`src/dma_pair_pkg.sv`:
```
// Purpose: Shared constants and types for the paired DMA channel block
// Assumes: One system clock; register bus is AXI4-Lite with 32-bit data
// Notes: Channel 0 is the read side, channel 1 the write side of the pair
package dma_pair_pkg;
  localparam int DATA_W = 32;
  localparam int REG_AW = 8;
  // Register byte offsets, channel 1 sits one stride above channel 0
  localparam logic [7:0] OFS_ADDR = 8'h00;
  localparam logic [7:0] OFS_COUNT = 8'h04;
  localparam logic [7:0] OFS_BSIZE = 8'h08;
  localparam logic [7:0] OFS_ATTR = 8'h0C;
  localparam logic [7:0] OFS_CTRL = 8'h10;
  localparam logic [7:0] CH_STRIDE = 8'h20;
  localparam logic [7:0] OFS_STATUS = 8'h40;
  localparam logic [7:0] OFS_IRQ_PEND = 8'h44;
  localparam logic [7:0] OFS_IRQ_MASK = 8'h48;
  localparam int CH_SEL_BIT = 5;
  localparam logic [31:0] RST_WORD = 32'h0000_0000;
  localparam logic [1:0] RESP_OKAY = 2'h0;
  localparam logic [1:0] RESP_SLVERR = 2'h2;
  // Attribute word fields
  localparam int ATTR_IRQ_BIT = 31;
  localparam int ATTR_CYC_BIT = 29;
  localparam int ATTR_NOINC_BIT = 27;
  localparam int ATTR_WID_LSB = 7;
  localparam int ATTR_FLUSH_BIT = 5;
  localparam logic [2:0] WID_8 = 3'h1;
  localparam logic [2:0] WID_16 = 3'h2;
  localparam logic [2:0] WID_32 = 3'h3;
  localparam logic [2:0] WID_BURST = 3'h4;
  // Channel control fields
  localparam int CTRL_ACT_BIT = 31;
  localparam int CTRL_INT_BIT = 6;
  // Bursts move at most 32 bytes, eight 4-byte beats
  localparam int BURST_BYTES = 32;
  localparam logic [2:0] BURST_LAST_BEAT = 3'(BURST_BYTES / 4 - 1);
  localparam int CH_RD = 0;
  localparam int CH_WR = 1;
  typedef enum {MEM_IDLE, MEM_BUSY} mem_state_t;
endpackage

```
`src/chan_if.sv`:
```
// Purpose: Bundle between the register file and one channel engine
// Assumes: Driven and sampled on clk_sys_i
// Notes: load and beat_ok are one-cycle pulses
`timescale 1ns/1ps
interface chan_if;
  logic load;
  logic [31:0] addr;
  logic [31:0] count;
  logic [31:0] bsize;
  logic [31:0] attr;
  logic beat_ok;
  logic active;
  logic done;
  logic last;
  logic [2:0] bytes;
  logic [31:0] cur;
  modport ctl (output load, addr, count, bsize, attr, beat_ok,
    input active, done, last, bytes, cur);
  modport eng (input load, addr, count, bsize, attr, beat_ok,
    output active, done, last, bytes, cur);
endinterface

```
`src/dma_pair.sv`:
```
// Purpose: Read/write DMA channel pair with shared FIFO and register file
// Assumes: Memory controller and host interface share clk_sys_i
// Notes: One memory beat is in flight at a time
`timescale 1ns/1ps
// How it works
// - Read channel fills FIFO, write channel drains
// - Cyclic read reloads start after base size
// - Completion bits 0 and 1 per channel
// - Base size ignored for simple buffers
// - Burst width code gives burst read/write
// - 16-bit beats, held address, FIFO flush
// - Peripheral mode waits for host read request
// - Internal mode starts beats without request
// - Runs alone once both channels activated
// - Bursts of 32 bytes, split on plain banks
// - Count zero with irq bit and mask bit raises interrupt
module dma_pair
  import dma_pair_pkg::*;
#(
  parameter int FIFO_DEPTH = 16
)
(
  input wire logic clk_sys_i, // System clock, 250 MHz
  input wire logic rst_n_i, // Sync reset, active low
  input wire logic ce_i, // Clock enable, freezes all state
  input wire logic [REG_AW-1:0] s_axi_awaddr, // Write address
  input wire logic s_axi_awvalid, // Write address valid
  output logic s_axi_awready, // Write address ready
  input wire logic [31:0] s_axi_wdata, // Write data
  input wire logic [3:0] s_axi_wstrb, // Byte strobes
  input wire logic s_axi_wvalid, // Write data valid
  output logic s_axi_wready, // Write data ready
  output logic [1:0] s_axi_bresp, // Write response
  output logic s_axi_bvalid, // Write response valid
  input wire logic s_axi_bready, // Write response ready
  input wire logic [REG_AW-1:0] s_axi_araddr, // Read address
  input wire logic s_axi_arvalid, // Read address valid
  output logic s_axi_arready, // Read address ready
  output logic [31:0] s_axi_rdata, // Read data
  output logic [1:0] s_axi_rresp, // Read response
  output logic s_axi_rvalid, // Read data valid
  input wire logic s_axi_rready, // Read data ready
  input wire logic host_rd_req_i, // Host interface has receive data
  input wire logic mem_burst_ok_i, // Addressed bank takes bursts
  input wire logic mem_ack_i, // Memory beat finished
  input wire logic [31:0] mem_rdata_i, // Read beat data
  output logic mem_req_o, // Beat request, held until ack
  output logic mem_we_o, // Beat is a write
  output logic [31:0] mem_addr_o, // Beat address
  output logic [31:0] mem_wdata_o, // Write beat data
  output logic [2:0] mem_bytes_o, // Beat size in bytes
  output logic mem_burst_o, // Beat belongs to a burst
  output logic mem_blast_o, // Last beat of a burst
  output logic irq_o // Interrupt request, level
);
  chan_if ch[2] ();
  logic [31:0] daddr_q [2], daddr_d [2], dcnt_q [2], dcnt_d [2];
  logic [31:0] dbs_q [2], dbs_d [2], dattr_q [2], dattr_d [2];
  logic [31:0] dctl_q [2], dctl_d [2];
  logic [1:0] st_q, st_d, pend_q, pend_d, mask_q, mask_d, ld_q, ld_d;
  logic [1:0] act_w, done_w, beat_w;
  logic irq_d;
  logic aw_h_q, aw_h_d, w_h_q, w_h_d, bv_d, awr_d, wr_d;
  logic [REG_AW-1:0] awa_q, awa_d;
  logic [31:0] wd_q, wd_d, rd_d;
  logic [3:0] ws_q, ws_d;
  logic [1:0] br_d, rr_d;
  logic arr_d, rv_d, wr_fire;
  mem_state_t ms_q, ms_d;
  logic own_q, own_d, lock_q, lock_d, req_d, we_d, bur_d, bl_d;
  logic [31:0] ma_d, mw_d;
  logic [2:0] mb_d;
  logic rd_ok, wr_ok, sel_wr, push, pop, flush, f_in_rdy, f_out_vld;
  logic [31:0] f_head;

  // Registers byte-merge under the write strobes
  function automatic logic [31:0] merge(input logic [31:0] old,
    input logic [31:0] nw, input logic [3:0] s);
    logic [31:0] r;
    r = old;
    for (int b = 0; b < 4; b++)
      if (s[b])
        r[8*b +: 8] = nw[8*b +: 8];
    return r;
  endfunction

  // Unmapped or unaligned addresses answer SLVERR
  function automatic logic mapped(input logic [REG_AW-1:0] a);
    logic ok;
    ok = 1'b0;
    if (a[1:0] == 2'h0)
    begin
      if (a < OFS_STATUS)
        ok = ({3'h0, a[4:0]} <= OFS_CTRL);
      else
        ok = (a == OFS_STATUS) || (a == OFS_IRQ_PEND)
          || (a == OFS_IRQ_MASK);
    end
    return ok;
  endfunction

  // Per-channel wiring to the two engines
  for (genvar i = 0; i < 2; i++)
  begin : g_ch
    assign ch[i].load = ld_q[i];
    assign ch[i].addr = daddr_q[i];
    assign ch[i].count = dcnt_q[i];
    assign ch[i].bsize = dbs_q[i];
    assign ch[i].attr = dattr_q[i];
    assign ch[i].beat_ok = beat_w[i];
    assign act_w[i] = ch[i].active;
    assign done_w[i] = ch[i].done;
    dma_chan u_chan (
      .clk_sys_i(clk_sys_i),
      .rst_n_i(rst_n_i),
      .ce_i(ce_i),
      .c(ch[i])
    );
  end

  // Shared FIFO; flush drops leftovers when the write side closes
  dma_fifo #(.W(32), .DEPTH(FIFO_DEPTH)) u_fifo (
    .clk_sys_i(clk_sys_i),
    .rst_n_i(rst_n_i),
    .ce_i(ce_i),
    .flush_i(flush),
    .in_valid_i(push),
    .in_ready_o(f_in_rdy),
    .in_data_i(mem_rdata_i),
    .out_valid_o(f_out_vld),
    .out_ready_i(pop),
    .out_data_o(f_head)
  );

  // AXI4-Lite handshakes; address and data may come in either order
  always_comb
  begin
    aw_h_d = aw_h_q;
    awa_d = awa_q;
    w_h_d = w_h_q;
    wd_d = wd_q;
    ws_d = ws_q;
    bv_d = s_axi_bvalid;
    br_d = s_axi_bresp;
    if (s_axi_awvalid && s_axi_awready)
    begin
      aw_h_d = 1'b1;
      awa_d = s_axi_awaddr;
    end
    if (s_axi_wvalid && s_axi_wready)
    begin
      w_h_d = 1'b1;
      wd_d = s_axi_wdata;
      ws_d = s_axi_wstrb;
    end
    if (s_axi_bvalid && s_axi_bready)
      bv_d = 1'b0;
    wr_fire = aw_h_q && w_h_q && !s_axi_bvalid;
    if (wr_fire)
    begin
      aw_h_d = 1'b0;
      w_h_d = 1'b0;
      bv_d = 1'b1;
      br_d = mapped(awa_q) ? RESP_OKAY : RESP_SLVERR;
    end
    awr_d = !aw_h_d;
    wr_d = !w_h_d;
    rv_d = s_axi_rvalid;
    rd_d = s_axi_rdata;
    rr_d = s_axi_rresp;
    if (s_axi_rvalid && s_axi_rready)
      rv_d = 1'b0;
    if (s_axi_arvalid && s_axi_arready)
    begin
      rv_d = 1'b1;
      rr_d = mapped(s_axi_araddr) ? RESP_OKAY : RESP_SLVERR;
      rd_d = RST_WORD;
      if (s_axi_araddr < OFS_STATUS)
      begin
        unique case ({3'h0, s_axi_araddr[4:0]})
          OFS_ADDR: rd_d = daddr_q[s_axi_araddr[CH_SEL_BIT]];
          OFS_COUNT: rd_d = dcnt_q[s_axi_araddr[CH_SEL_BIT]];
          OFS_BSIZE: rd_d = dbs_q[s_axi_araddr[CH_SEL_BIT]];
          OFS_ATTR: rd_d = dattr_q[s_axi_araddr[CH_SEL_BIT]];
          OFS_CTRL: rd_d = {act_w[s_axi_araddr[CH_SEL_BIT]],
            dctl_q[s_axi_araddr[CH_SEL_BIT]][30:0]};
          default: rd_d = RST_WORD;
        endcase
      end
      else if (s_axi_araddr == OFS_STATUS)
        rd_d = {30'h0, st_q};
      else if (s_axi_araddr == OFS_IRQ_PEND)
        rd_d = {30'h0, pend_q};
      else if (s_axi_araddr == OFS_IRQ_MASK)
        rd_d = {30'h0, mask_q};
    end
    arr_d = !rv_d;
  end

  // Register file; a hardware set wins over a same-cycle clear
  always_comb
  begin
    daddr_d = daddr_q;
    dcnt_d = dcnt_q;
    dbs_d = dbs_q;
    dattr_d = dattr_q;
    dctl_d = dctl_q;
    st_d = st_q;
    pend_d = pend_q;
    mask_d = mask_q;
    ld_d = 2'h0;
    if (wr_fire && mapped(awa_q))
    begin
      if (awa_q < OFS_STATUS)
      begin
        unique case ({3'h0, awa_q[4:0]})
          OFS_ADDR: daddr_d[awa_q[CH_SEL_BIT]] =
            merge(daddr_q[awa_q[CH_SEL_BIT]], wd_q, ws_q);
          OFS_COUNT: dcnt_d[awa_q[CH_SEL_BIT]] =
            merge(dcnt_q[awa_q[CH_SEL_BIT]], wd_q, ws_q);
          OFS_BSIZE: dbs_d[awa_q[CH_SEL_BIT]] =
            merge(dbs_q[awa_q[CH_SEL_BIT]], wd_q, ws_q);
          OFS_ATTR: dattr_d[awa_q[CH_SEL_BIT]] =
            merge(dattr_q[awa_q[CH_SEL_BIT]], wd_q, ws_q);
          default:
          begin
            dctl_d[awa_q[CH_SEL_BIT]] =
              merge(dctl_q[awa_q[CH_SEL_BIT]], wd_q, ws_q);
            // Activation starts the channel and reopens its status bit
            if (dctl_d[awa_q[CH_SEL_BIT]][CTRL_ACT_BIT]
              && !act_w[awa_q[CH_SEL_BIT]])
            begin
              ld_d[awa_q[CH_SEL_BIT]] = 1'b1;
              st_d[awa_q[CH_SEL_BIT]] = 1'b0;
            end
          end
        endcase
      end
      else if (awa_q == OFS_STATUS && ws_q[0])
        st_d = st_q & ~wd_q[1:0];
      else if (awa_q == OFS_IRQ_PEND && ws_q[0])
        pend_d = pend_q & ~wd_q[1:0];
      else if (awa_q == OFS_IRQ_MASK && ws_q[0])
        mask_d = wd_q[1:0];
    end
    for (int i = 0; i < 2; i++)
      if (done_w[i])
      begin
        st_d[i] = 1'b1;
        if (dattr_q[i][ATTR_IRQ_BIT])
          pend_d[i] = 1'b1;
      end
    irq_d = |(pend_d & mask_d);
  end

  // Memory beats; write side first so the FIFO keeps moving
  always_comb
  begin
    // Peripheral mode waits for the host interface; internal does not
    rd_ok = act_w[CH_RD] && f_in_rdy
      && (dctl_q[CH_RD][CTRL_INT_BIT] || host_rd_req_i);
    wr_ok = act_w[CH_WR] && f_out_vld;
    // An open read burst keeps the bus unless it cannot go on
    sel_wr = wr_ok && !(lock_q && !own_q && rd_ok);
    ms_d = ms_q;
    own_d = own_q;
    lock_d = lock_q;
    req_d = mem_req_o;
    we_d = mem_we_o;
    ma_d = mem_addr_o;
    mw_d = mem_wdata_o;
    mb_d = mem_bytes_o;
    bur_d = mem_burst_o;
    bl_d = mem_blast_o;
    push = 1'b0;
    pop = 1'b0;
    beat_w = 2'h0;
    unique case (ms_q)
      MEM_IDLE:
        if (sel_wr || rd_ok)
        begin
          own_d = sel_wr;
          req_d = 1'b1;
          we_d = sel_wr;
          ma_d = ch[CH_WR].cur;
          mb_d = ch[CH_WR].bytes;
          mw_d = f_head;
          bur_d = dattr_q[CH_WR][ATTR_WID_LSB +: 3] == WID_BURST;
          bl_d = ch[CH_WR].last;
          if (!sel_wr)
          begin
            ma_d = ch[CH_RD].cur;
            mb_d = ch[CH_RD].bytes;
            bur_d = dattr_q[CH_RD][ATTR_WID_LSB +: 3] == WID_BURST;
            bl_d = ch[CH_RD].last;
          end
          // Plain banks see single beats; the address still steps
          bur_d = bur_d && mem_burst_ok_i;
          ms_d = MEM_BUSY;
        end
      MEM_BUSY:
        if (mem_ack_i)
        begin
          req_d = 1'b0;
          push = !own_q;
          pop = own_q;
          beat_w[own_q] = 1'b1;
          lock_d = mem_burst_o && !mem_blast_o;
          ms_d = MEM_IDLE;
        end
    endcase
    flush = done_w[CH_WR] && dattr_q[CH_RD][ATTR_FLUSH_BIT];
  end

  always_ff @(posedge clk_sys_i)
  begin
    if (!rst_n_i)
    begin
      for (int i = 0; i < 2; i++)
      begin
        daddr_q[i] <= RST_WORD;
        dcnt_q[i] <= RST_WORD;
        dbs_q[i] <= RST_WORD;
        dattr_q[i] <= RST_WORD;
        dctl_q[i] <= RST_WORD;
      end
      {st_q, pend_q, mask_q, ld_q} <= '0;
      irq_o <= 1'b0;
      {aw_h_q, w_h_q, s_axi_bvalid, s_axi_rvalid} <= '0;
      {s_axi_awready, s_axi_wready, s_axi_arready} <= 3'h7;
      awa_q <= '0;
      wd_q <= RST_WORD;
      ws_q <= '0;
      s_axi_bresp <= RESP_OKAY;
      s_axi_rresp <= RESP_OKAY;
      s_axi_rdata <= RST_WORD;
      ms_q <= MEM_IDLE;
      {own_q, lock_q, mem_req_o, mem_we_o} <= '0;
      {mem_burst_o, mem_blast_o} <= '0;
      mem_addr_o <= RST_WORD;
      mem_wdata_o <= RST_WORD;
      mem_bytes_o <= '0;
    end
    else if (ce_i)
    begin
      daddr_q <= daddr_d;
      dcnt_q <= dcnt_d;
      dbs_q <= dbs_d;
      dattr_q <= dattr_d;
      dctl_q <= dctl_d;
      {st_q, pend_q, mask_q, ld_q} <= {st_d, pend_d, mask_d, ld_d};
      irq_o <= irq_d;
      {aw_h_q, w_h_q, s_axi_bvalid, s_axi_rvalid} <=
        {aw_h_d, w_h_d, bv_d, rv_d};
      {s_axi_awready, s_axi_wready, s_axi_arready} <=
        {awr_d, wr_d, arr_d};
      awa_q <= awa_d;
      wd_q <= wd_d;
      ws_q <= ws_d;
      s_axi_bresp <= br_d;
      s_axi_rresp <= rr_d;
      s_axi_rdata <= rd_d;
      ms_q <= ms_d;
      {own_q, lock_q, mem_req_o, mem_we_o} <= {own_d, lock_d, req_d, we_d};
      {mem_burst_o, mem_blast_o} <= {bur_d, bl_d};
      mem_addr_o <= ma_d;
      mem_wdata_o <= mw_d;
      mem_bytes_o <= mb_d;
    end
  end
endmodule

```
`src/dma_fifo.sv`:
```
// Purpose: Shared FIFO between the read and the write channel
// Assumes: DEPTH is a power of two
// Notes: flush_i drops every entry held
`timescale 1ns/1ps
module dma_fifo
#(
  parameter int W = 32,
  parameter int DEPTH = 16
)
(
  input wire logic clk_sys_i, // System clock
  input wire logic rst_n_i, // Sync reset, active low
  input wire logic ce_i, // Clock enable
  input wire logic flush_i, // Drop all entries
  input wire logic in_valid_i, // Push request
  output logic in_ready_o, // Room for one entry
  input wire logic [W-1:0] in_data_i, // Pushed word
  output logic out_valid_o, // Entry available
  input wire logic out_ready_i, // Pop request
  output logic [W-1:0] out_data_o // Head word
);
  localparam int AW = $clog2(DEPTH);
  logic [W-1:0] mem_q [DEPTH];
  logic [AW-1:0] wp_q, wp_d, rp_q, rp_d;
  logic [AW:0] n_q, n_d;
  logic push, pop;

  // Pointer and fill arithmetic
  always_comb
  begin
    in_ready_o = (n_q != (AW+1)'(DEPTH));
    out_valid_o = (n_q != '0);
    out_data_o = mem_q[rp_q];
    push = in_valid_i && in_ready_o;
    pop = out_ready_i && out_valid_o;
    wp_d = push ? wp_q + AW'(1) : wp_q;
    rp_d = pop ? rp_q + AW'(1) : rp_q;
    n_d = n_q + (AW+1)'(push) - (AW+1)'(pop);
    if (flush_i)
    begin
      wp_d = '0;
      rp_d = '0;
      n_d = '0;
    end
  end

  // Storage has no reset; the fill count guards stale words
  always_ff @(posedge clk_sys_i)
  begin
    if (ce_i && push)
      mem_q[wp_q] <= in_data_i;
    if (!rst_n_i)
    begin
      wp_q <= '0;
      rp_q <= '0;
      n_q <= '0;
    end
    else if (ce_i)
    begin
      wp_q <= wp_d;
      rp_q <= rp_d;
      n_q <= n_d;
    end
  end
endmodule

```
`src/dma_chan.sv`:
```
// Purpose: One channel engine walking its descriptor beat by beat
// Assumes: beat_ok comes only while active
// Notes: Working copies are taken at load; later register writes wait
`timescale 1ns/1ps
module dma_chan
  import dma_pair_pkg::*;
(
  input wire logic clk_sys_i, // System clock
  input wire logic rst_n_i, // Sync reset, active low
  input wire logic ce_i, // Clock enable
  chan_if.eng c // Link to register file
);
  logic act_q, act_d, done_q, done_d;
  logic [31:0] addr_q, addr_d, start_q, start_d, cnt_q, cnt_d;
  logic [31:0] seg_q, seg_d, bsz_q, bsz_d, attr_q, attr_d;
  logic [2:0] bcnt_q, bcnt_d, wid, bytes;

  // Beat size, trimmed so the last beat never overruns the count
  always_comb
  begin
    unique case (attr_q[ATTR_WID_LSB +: 3])
      WID_8: wid = 3'h1;
      WID_16: wid = 3'h2;
      default: wid = 3'h4;
    endcase
    bytes = (cnt_q < {29'h0, wid}) ? cnt_q[2:0] : wid;
    c.bytes = bytes;
    c.cur = addr_q;
    c.active = act_q;
    c.done = done_q;
    c.last = (bcnt_q == BURST_LAST_BEAT) || (cnt_q <= {29'h0, bytes});
  end

  // Descriptor progress
  always_comb
  begin
    act_d = act_q;
    done_d = 1'b0;
    addr_d = addr_q;
    start_d = start_q;
    cnt_d = cnt_q;
    seg_d = seg_q;
    bsz_d = bsz_q;
    attr_d = attr_q;
    bcnt_d = bcnt_q;
    if (c.load)
    begin
      addr_d = c.addr;
      start_d = c.addr;
      cnt_d = c.count;
      bsz_d = c.bsize;
      attr_d = c.attr;
      seg_d = '0;
      bcnt_d = '0;
      act_d = (c.count != '0);
      done_d = (c.count == '0);
    end
    else if (c.beat_ok && act_q)
    begin
      cnt_d = cnt_q - {29'h0, bytes};
      bcnt_d = bcnt_q + 3'h1;
      if (!attr_q[ATTR_NOINC_BIT])
        addr_d = addr_q + {29'h0, bytes};
      seg_d = seg_q + {29'h0, bytes};
      // Base size only matters for a cyclic buffer
      if (attr_q[ATTR_CYC_BIT] && seg_d >= bsz_q)
      begin
        addr_d = start_q;
        seg_d = '0;
      end
      if (cnt_d == '0)
      begin
        act_d = 1'b0;
        done_d = 1'b1;
      end
    end
  end

  always_ff @(posedge clk_sys_i)
  begin
    if (!rst_n_i)
    begin
      act_q <= 1'b0;
      done_q <= 1'b0;
      addr_q <= RST_WORD;
      start_q <= RST_WORD;
      cnt_q <= RST_WORD;
      seg_q <= RST_WORD;
      bsz_q <= RST_WORD;
      attr_q <= RST_WORD;
      bcnt_q <= '0;
    end
    else if (ce_i)
    begin
      act_q <= act_d;
      done_q <= done_d;
      addr_q <= addr_d;
      start_q <= start_d;
      cnt_q <= cnt_d;
      seg_q <= seg_d;
      bsz_q <= bsz_d;
      attr_q <= attr_d;
      bcnt_q <= bcnt_d;
    end
  end
endmodule

```
`config.mk`:
```
export PLATFORM = sky130hd
export DESIGN_NAME = dma_pair
export DESIGN_NICKNAME = d
export VERILOG_FILES = /design/src/dma_pair_pkg.sv /design/src/chan_if.sv /design/src/dma_pair.sv /design/src/dma_fifo.sv /design/src/dma_chan.sv
export SDC_FILE = /design/constraint.sdc
export NUM_CORES = 2
export LEC_CHECK = 0
export BUFFER_PORTS_ARGS = -buffer_cell sky130_fd_sc_hd__buf_2
export CAP_MARGIN = 30
export CELL_PAD_IN_SITES_DETAIL_PLACEMENT = 1
export CELL_PAD_IN_SITES_GLOBAL_PLACEMENT = 2
export CORE_AREA = 4 4 381 383
export DETAILED_ROUTE_END_ITERATION = 8
export DIE_AREA = 0 0 385 387
export PLACE_DENSITY = 0.95
export SETUP_SLACK_MARGIN = 0.3
export SYNTH_ARGS = -nofsm -noshare
export SYNTH_HDL_FRONTEND = slang
export SYNTH_HIERARCHICAL = 1
export SYNTH_SLANG_ARGS = --single-unit
```
`constraint.sdc`:
```
create_clock -name clk_sys_i -period 10.5 [get_ports clk_sys_i]
set_input_delay 1.05 -clock clk_sys_i [delete_from_list [all_inputs] [get_ports clk_sys_i]]
set_output_delay 1.05 -clock clk_sys_i [all_outputs]
set_load 0.005 [all_outputs]
```
# Word level (Yosys, flattened, before mapping)
# Memory sizes are Yosys's and may differ from the RTL's. A register that Yosys moved wholly into a read port is not among the register bits.
# Index checks and enable logic that the tools add are counted.
[word_totals]
output_inout_bits = 113
reg_bits = 891
n_memories = 1
ramBits = 512
wordCells = 463
in_bits = 95
[op_classes]
addsub = 12
n_reduce_logical = 98
n_lt_le_gt_ge = 18
muxes = 236
n_bitwise = 9
eq_ne = 31
[mem_list]
columns = ["name", "depth", "word_bits", "read_ports", "rd_ports_with_merged_regs", "wr", "line_no", "rtl"]
rows = [
  ["u_fifo.mem_q", 16, 32, 1, 1, 1, "dma_fifo.sv:23", "logic [W-1:0] mem_q [DEPTH];"],
]
[op_table]
columns = ["cell", "count"]
rows = [
  ["two-way mux 32 bit", 53],
  ["two-way mux 8 bit", 80],
  ["bitwise mux 64 bit", 5],
  ["logical NOT 32 bit", 5],
  ["case mux 32 bit (5 select lines)", 1],
  ["adder 32 x 3 -> 32 bit", 4],
  ["two-way mux 31 bit", 3],
  [">= comparator 32 bit", 2],
  ["less-or-equal comparator 32 x 3 -> 1 bit", 2],
  ["< comparator 32 x 3 -> 1 bit", 2],
  ["case mux 32 bit (2 select lines)", 1],
  ["nonzero test 32 bit", 2],
  ["subtractor 32 x 3 -> 32 bit", 2],
  ["two-way mux 1 bit", 50],
  ["two-way mux 2 bit", 25],
  ["equality test 8 x 7 -> 1 bit (second input constant)", 6],
  ["demux 32 bit (select 1 bit)", 1],
  ["equality test 32 x 1 -> 1 bit (second input constant)", 1],
  ["logical AND 1 bit", 31],
  ["AND reduction 2 bit", 11],
  ["two-way mux 3 bit", 7],
  ["AND reduction 3 bit", 7],
  ["equality test 5 x 4 -> 1 bit (second input constant)", 4],
  ["AND reduction 4 bit", 5],
  ["other kinds (39)", 94],
]

# Depth between registers and ports, before layout
[depth]
ltp_word = 18
depth_mapped = 29
ltp_nobuf = 26

# By module
# Netlist, hierarchy kept.
[by_module_without_submodules]
columns = ["module", "cells_per_inst", "seq_area_each_um2", "area_each_um2", "instances"]
rows = [
  ["dma_pair", 2447, 9729.3, 22346.4, 1],
  ["dma_fifo", 927, 15715.1, 20239.4, 1],
  ["dma_chan at g_ch[0].u_chan", 1370, 3403.3, 10541.4, 1],
  ["dma_chan at g_ch[1].u_chan", 1302, 3403.3, 10157.2, 1],
]

# Worst setup path before layout
# No wires, ideal clock.
[synth_timing]
kind = "register -> register"
startpoint = "reg g_ch[1].u_chan.cnt_q[6]"
endpoint = "reg g_ch[1].u_chan.seg_q[6]"
setup_time_ns = 0.074
t_required_ns = 10.426
period_less_slack_ns = 5.788
t_arrival_ns = 5.714
n_path_buf = 2
path_stages_with_launch = 25
setup_slack_ns = 4.712
path_cell_list = "dfxtp_1 -> nor4_4 -> nand4b_4 -> nand4b_1 -> or4b_1 -> a21oi_1 -> ha_1 -> and3_1 -> a211oi_1 -> nor3_1 -> nand3_1 -> nor2_1 -> and3_1 -> xor2_1 -> ha_1 -> a21oi_1 -> o21ai_0 -> a211oi_1 -> o21ai_0 -> a211o_1 -> buf_2 -> a211oi_4 -> buf_4 -> nand2_1 -> a31oi_1"
[synth_between]
elab_chain_cells = 8
[synth_lines]
columns = ["element", "line_no", "rtl"]
rows = [
  ["start, declared", "dma_chan.sv:14", "logic [31:0] addr_q, addr_d, start_q, start_d, cnt_q, cnt_d;"],
  ["start signal, assigned", "dma_chan.sv:99", "cnt_q <= cnt_d;"],
  ["< comparator 32 x 3 -> 1 bit *", "dma_chan.sv:26", "bytes = (cnt_q < {29'h0, wid}) ? cnt_q[2:0] : wid;"],
  ["two-way mux 3 bit *", "dma_chan.sv:26", ""],
  ["named net ch[1].bytes[2]", "chan_if.sv:15", "logic [2:0] bytes;"],
  ["adder 32 x 3 -> 32 bit *", "dma_chan.sv:64", "seg_d = seg_q + {29'h0, bytes};"],
  [">= comparator 32 bit", "dma_chan.sv:66", "if (attr_q[ATTR_CYC_BIT] && seg_d >= bsz_q)"],
  ["logical AND 1 bit", "dma_chan.sv:66", ""],
  ["two-way mux 32 bit *", "dma_chan.sv:66", ""],
  ["two-way mux 32 bit *", "dma_chan.sv:58", "else if (c.beat_ok && act_q)"],
  ["two-way mux 32 bit *", "dma_chan.sv:46", "if (c.load)"],
  ["end signal, assigned", "dma_chan.sv:100", "seg_q <= seg_d;"],
  ["end, declared", "dma_chan.sv:15", "logic [31:0] seg_q, seg_d, bsz_q, bsz_d, attr_q, attr_d;"],
]
# The timed path passes the listed nets; every way through them passes the cells marked *. The select of a mux whose other input is x is not followed.
# A chain may end at the register's enable or synchronous reset.

# Final worst setup path
[layout_timing]
startpoint = "reg g_ch[1].u_chan.cnt_q[17]"
endpoint = "reg g_ch[1].u_chan.addr_q[13]"
[layout_between]
elab_chain_cells = 8
word_cells_on_any_way = 12
classes_between = "add/sub: 2; order compare: 2; eq/ne: 1; mux: 5; reduce/logical: 2"
[layout_lines]
columns = ["element", "line_no", "rtl"]
rows = [
  ["< comparator 32 x 3 -> 1 bit *", "dma_chan.sv:26", ""],
  ["two-way mux 3 bit *", "dma_chan.sv:26", ""],
  ["named net ch[1].bytes[0]", "chan_if.sv:15", ""],
  ["adder 32 x 3 -> 32 bit", "dma_chan.sv:64", ""],
  [">= comparator 32 bit", "dma_chan.sv:66", ""],
  ["logical AND 1 bit", "dma_chan.sv:66", ""],
  ["two-way mux 32 bit", "dma_chan.sv:66", ""],
  ["two-way mux 32 bit", "dma_chan.sv:58", ""],
  ["two-way mux 32 bit", "dma_chan.sv:46", ""],
  ["end signal, assigned", "dma_chan.sv:97", "addr_q <= addr_d;"],
  ["end, declared", "dma_chan.sv:14", ""],
]
# Marked as above.

==> impl_metrics.tcl <==
set metrics [dict create \
    yosysSeqAreaShare_pct 51.0 \
    cts_buffers 147 \
    outcome "completed" \
    ff2ff_path_depth 23 \
    antenna_found_initial 20 \
    die_x_um 385 \
    via_count 53000 \
    drt_first_iter_violations 6405 \
    syn_area_per_cell_sq_um 10.5 \
    n_fill_cell 15100 \
    synth_area_leaders "dfxtp_1 (27%), edfxtp_1 (24%), mux4_2 (6.8%)" \
    cts-resized-gates 0 \
    place_ws_ps 2490 \
    fin_crit_ps 8110 \
    synth_top_cell_by_area "dfxtp_1" \
    synth_cell_types 105 \
    ys_ff_latch 1355 \
    fp.dieArea_sq_um 149000 \
    hold_viol_final 0 \
    clock_latency_ps 840 \
    fmax_mhz 123 \
    die_y_um 387 \
    gp_congestion 0.895 \
    worst_setup_path_start_kind "register" \
    worstSetupEndpointType "register" \
    critical_path.startpoint "g_ch[1].u_chan/cnt_q[17]" \
    critical_path_required_ps 11180 \
    cap_violations 0 \
    num-nets-final 6267 \
    hold_end "g_ch[1].u_chan/start_q[16]" \
    final_common_cell "dfxtp_1" \
    cts_tree "built" \
    p_leak_nw 24.6 \
    clk_pin_slew_ps 60 \
    grt_pass1_wl_mm 354 \
    clock_skew_ps 71.5 \
    post_cts_buffers 0 \
    dp_cells 7798 \
    fp.coreArea_sq_um 141000 \
    layout-drive-gt1-share_pct 16.8 \
    drcViolationCount 0 \
    synth_cells 6046 \
    dr.pass1.iters 9 \
    ir_drop_v 0.000174 \
    cts-root-buf "clkbuf_16" \
    final_max_slew_viol_count 0 \
    fin_area_sq_um 70900 \
    setup_viol 0 \
    hold_path_class "reg -> reg" \
    yosysWarnings 6 \
    async_flop_share_pct 0 \
    final_cell_mix "dfxtp_1 (836), nand2_1 (714), o21ai_0 (618)" \
    grt_start_max_net_pins 112 \
    ant_nets 0 \
    hold-path-cell-count 2 \
    place_area_sq_um 65900 \
    routed_wl_mm 243 \
    initial_core_util_pct 44.8 \
    std_cell_rows 138 \
    r2r_setup_slack_ps 2390 \
    cts_buffer_depth 3 \
    area_growth_pct 12.1 \
    synth_area_sq_um 63300 \
    rsz0062_at_grt "false" \
    hold_buffers 0 \
    synthFlopType "dfxtp_1" \
    cts_sinks 1355 \
    maxSlewHeadroom_pct 26.6 \
    worst_pin_slew_ps 1090 \
    hpwl_mm 148 \
    io_buffers 205 \
    critPathKind "reg -> reg" \
    globalRouteOverflowTotal 0 \
    r2r-end "g_ch[1].u_chan/c.cur[13]" \
    setup_tns_ps 0 \
    post_drt_wl_per_cell_um 30.1 \
    fin_crit_sh_pct 77.3 \
    setup_slack_ps 2390 \
    crit_arrival_ps 8800 \
    grt_pass1_vias 53100 \
    cts_htree_levels 4 \
    synth_edf_count 512 \
    r2r_start "g_ch[1].u_chan/cnt_q[17]" \
    vias_per_cell 6.55 \
    cp_max_fo 28 \
    stdcell_count 8088 \
    synth_top_cell_area_share_pct 26.7 \
    ios 208 \
    power.density_nw_per_um2 157 \
    grt_use_total_pct 31.4 \
    min_from "g_ch[1].u_chan/start_q[16]" \
]
-- stage by stage --
step	total power [mW]	utilization, %	hold slack (ps)
2_1_floorplan	5.74	-	423
3_3_place_gp	5.87	46.4	438
3_5_place_dp	5.89	46.6	447
4_1_cts	11.1	50.1	417
5_1_grt	11.4	50.2	460
6_report	11.1	50.2	454
-- cell usage after synthesis, types with 16 or more instances --
cell      number
dfxtp_1      843
nand2_1      719
o21ai_0      618
edfxtp_1     512
nand3_1      399
a21oi_1      303
clkbuf_1     302
nor2_1       222
mux4_2       190
mux2_2       167
inv_1        153
a22oi_1      150
a21boi_0     114
nand4_1      109
mux2i_1      108
ha_1         103
xnor2_1       77
buf_2         76
o211ai_1      74
xor2_1        63
buf_1         58
a31oi_1       45
and2_1        41
and3_1        41
nor3_1        41
nor4_1        39
o211a_1       37
a22o_1        36
nor2b_1       30
a21o_1        26
nand2b_1      24
and4_1        20
a311oi_2      17
buf_4         17
a211oi_1      16
-- final cells by class --
| cell class | count | area [sq um] | area share (%) |
|---|---|---|---|
| clock buffers | 200 | 4070 | 5.73 |
| inverters | 155 | 589 | 0.831 |
| diodes | 14 | 35.0 | 0.0494 |
| clock inverters | 71 | 848 | 1.20 |
| multi-input cells | 4075 | 28700 | 40.4 |
| flip-flops and latches | 1355 | 32300 | 45.5 |
| well taps | 1890 | 2360 | 3.33 |
| repair buffers | 328 | 2120 | 2.99 |
-- cells by family (layout without fill, tap and decap cells) --
logic type                 count (synthesis)  count (layout)  share of synthesized area, %
xor gates and xnor gates                 140             140                          1.94
buffers and inverters                    617             754                          4.01
muxes                                    465             465                          11.4
and+or+nand+nor                         1798            1798                          13.9
DFF                                     1355            1355                          51.0
AOI/OAI and AO/OA                       1560            1560                          15.5
other                                      1              16                       0.00593
adders and majority gates                110             110                          2.26
-- worst max-delay path: stages, from the launching register on --
cell and delay, ps:
dfxtp_1 380, nor4_2 580, and3_1 300, nand4b_1 210, or4b_1 600, mux2_2 420
ha_1 230, fa_1 220, a21o_1 170, nand4_1 240, nor2_1 320, nand4_1 300
nor2_1 310, and2_1 230, xor2_1 90, ha_1 300, nand4_1 100, nor3_1 390
nor3b_1 370, a211oi_2 130, buf_4 270, nor2_1 710, nand3_2 690, o211ai_1 390
-- report_power, final --
group / total, mW / internal [mW] / switching [mW]
registers: 5.47 / 5.45 / 0.0155
logic: 0.323 / 0.0810 / 0.242
clock network: 5.35 / 2.92 / 2.42
-- registers in the layout, indices dropped and copies added, names as in the netlist, 6 cells and up, named ones only --
| register | count |
|---|---|
| awa_q | 8 |
| ch.addr | 64 |
| ch.attr | 64 |
| ch.bsize | 64 |
| ch.count | 64 |
| dctl_q | 64 |
| g_ch.u_chan/attr_q | 10 |
| g_ch.u_chan/bcnt_q | 6 |
| g_ch.u_chan/bsz_q | 64 |
| g_ch.u_chan/c.cur | 64 |
| g_ch.u_chan/cnt_q | 64 |
| g_ch.u_chan/seg_q | 64 |
| g_ch.u_chan/start_q | 64 |
| mem_addr_o | 32 |
| mem_wdata_o | 32 |
| s_axi_rdata | 32 |
| u_fifo/mem_q | 512 |
| wd_q | 32 |
-- worst max path at each step --
stage / endpoint / slack [ps] / depth (start not counted)
5_1_grt: g_ch[1].u_chan/c.cur[4] / 1630 / 23
3_5_place_dp: g_ch[1].u_chan/c.cur[19] / 2490 / 23
2_1_floorplan: g_ch[1].u_chan/seg_q[6] / 4710 / 24
4_1_cts: g_ch[1].u_chan/c.cur[13] / 2450 / 23
3_3_place_gp: g_ch[0].u_chan/seg_q[30] / 2670 / 21
6_report: g_ch[1].u_chan/c.cur[13] / 2390 / 23
-- routing by layer --
layer	wire (um)	track usage, %	vias to the layer above	share of wire [%]
li1	-	-	22400	-
met1	92900	40.7	26500	38
met2	110000	49.0	3228	45
met3	24200	7.03	798	9.9
met4	16100	16.9	10	6.6
met5	70	0	-	0.029
Power figures use the tool's default switching activity.
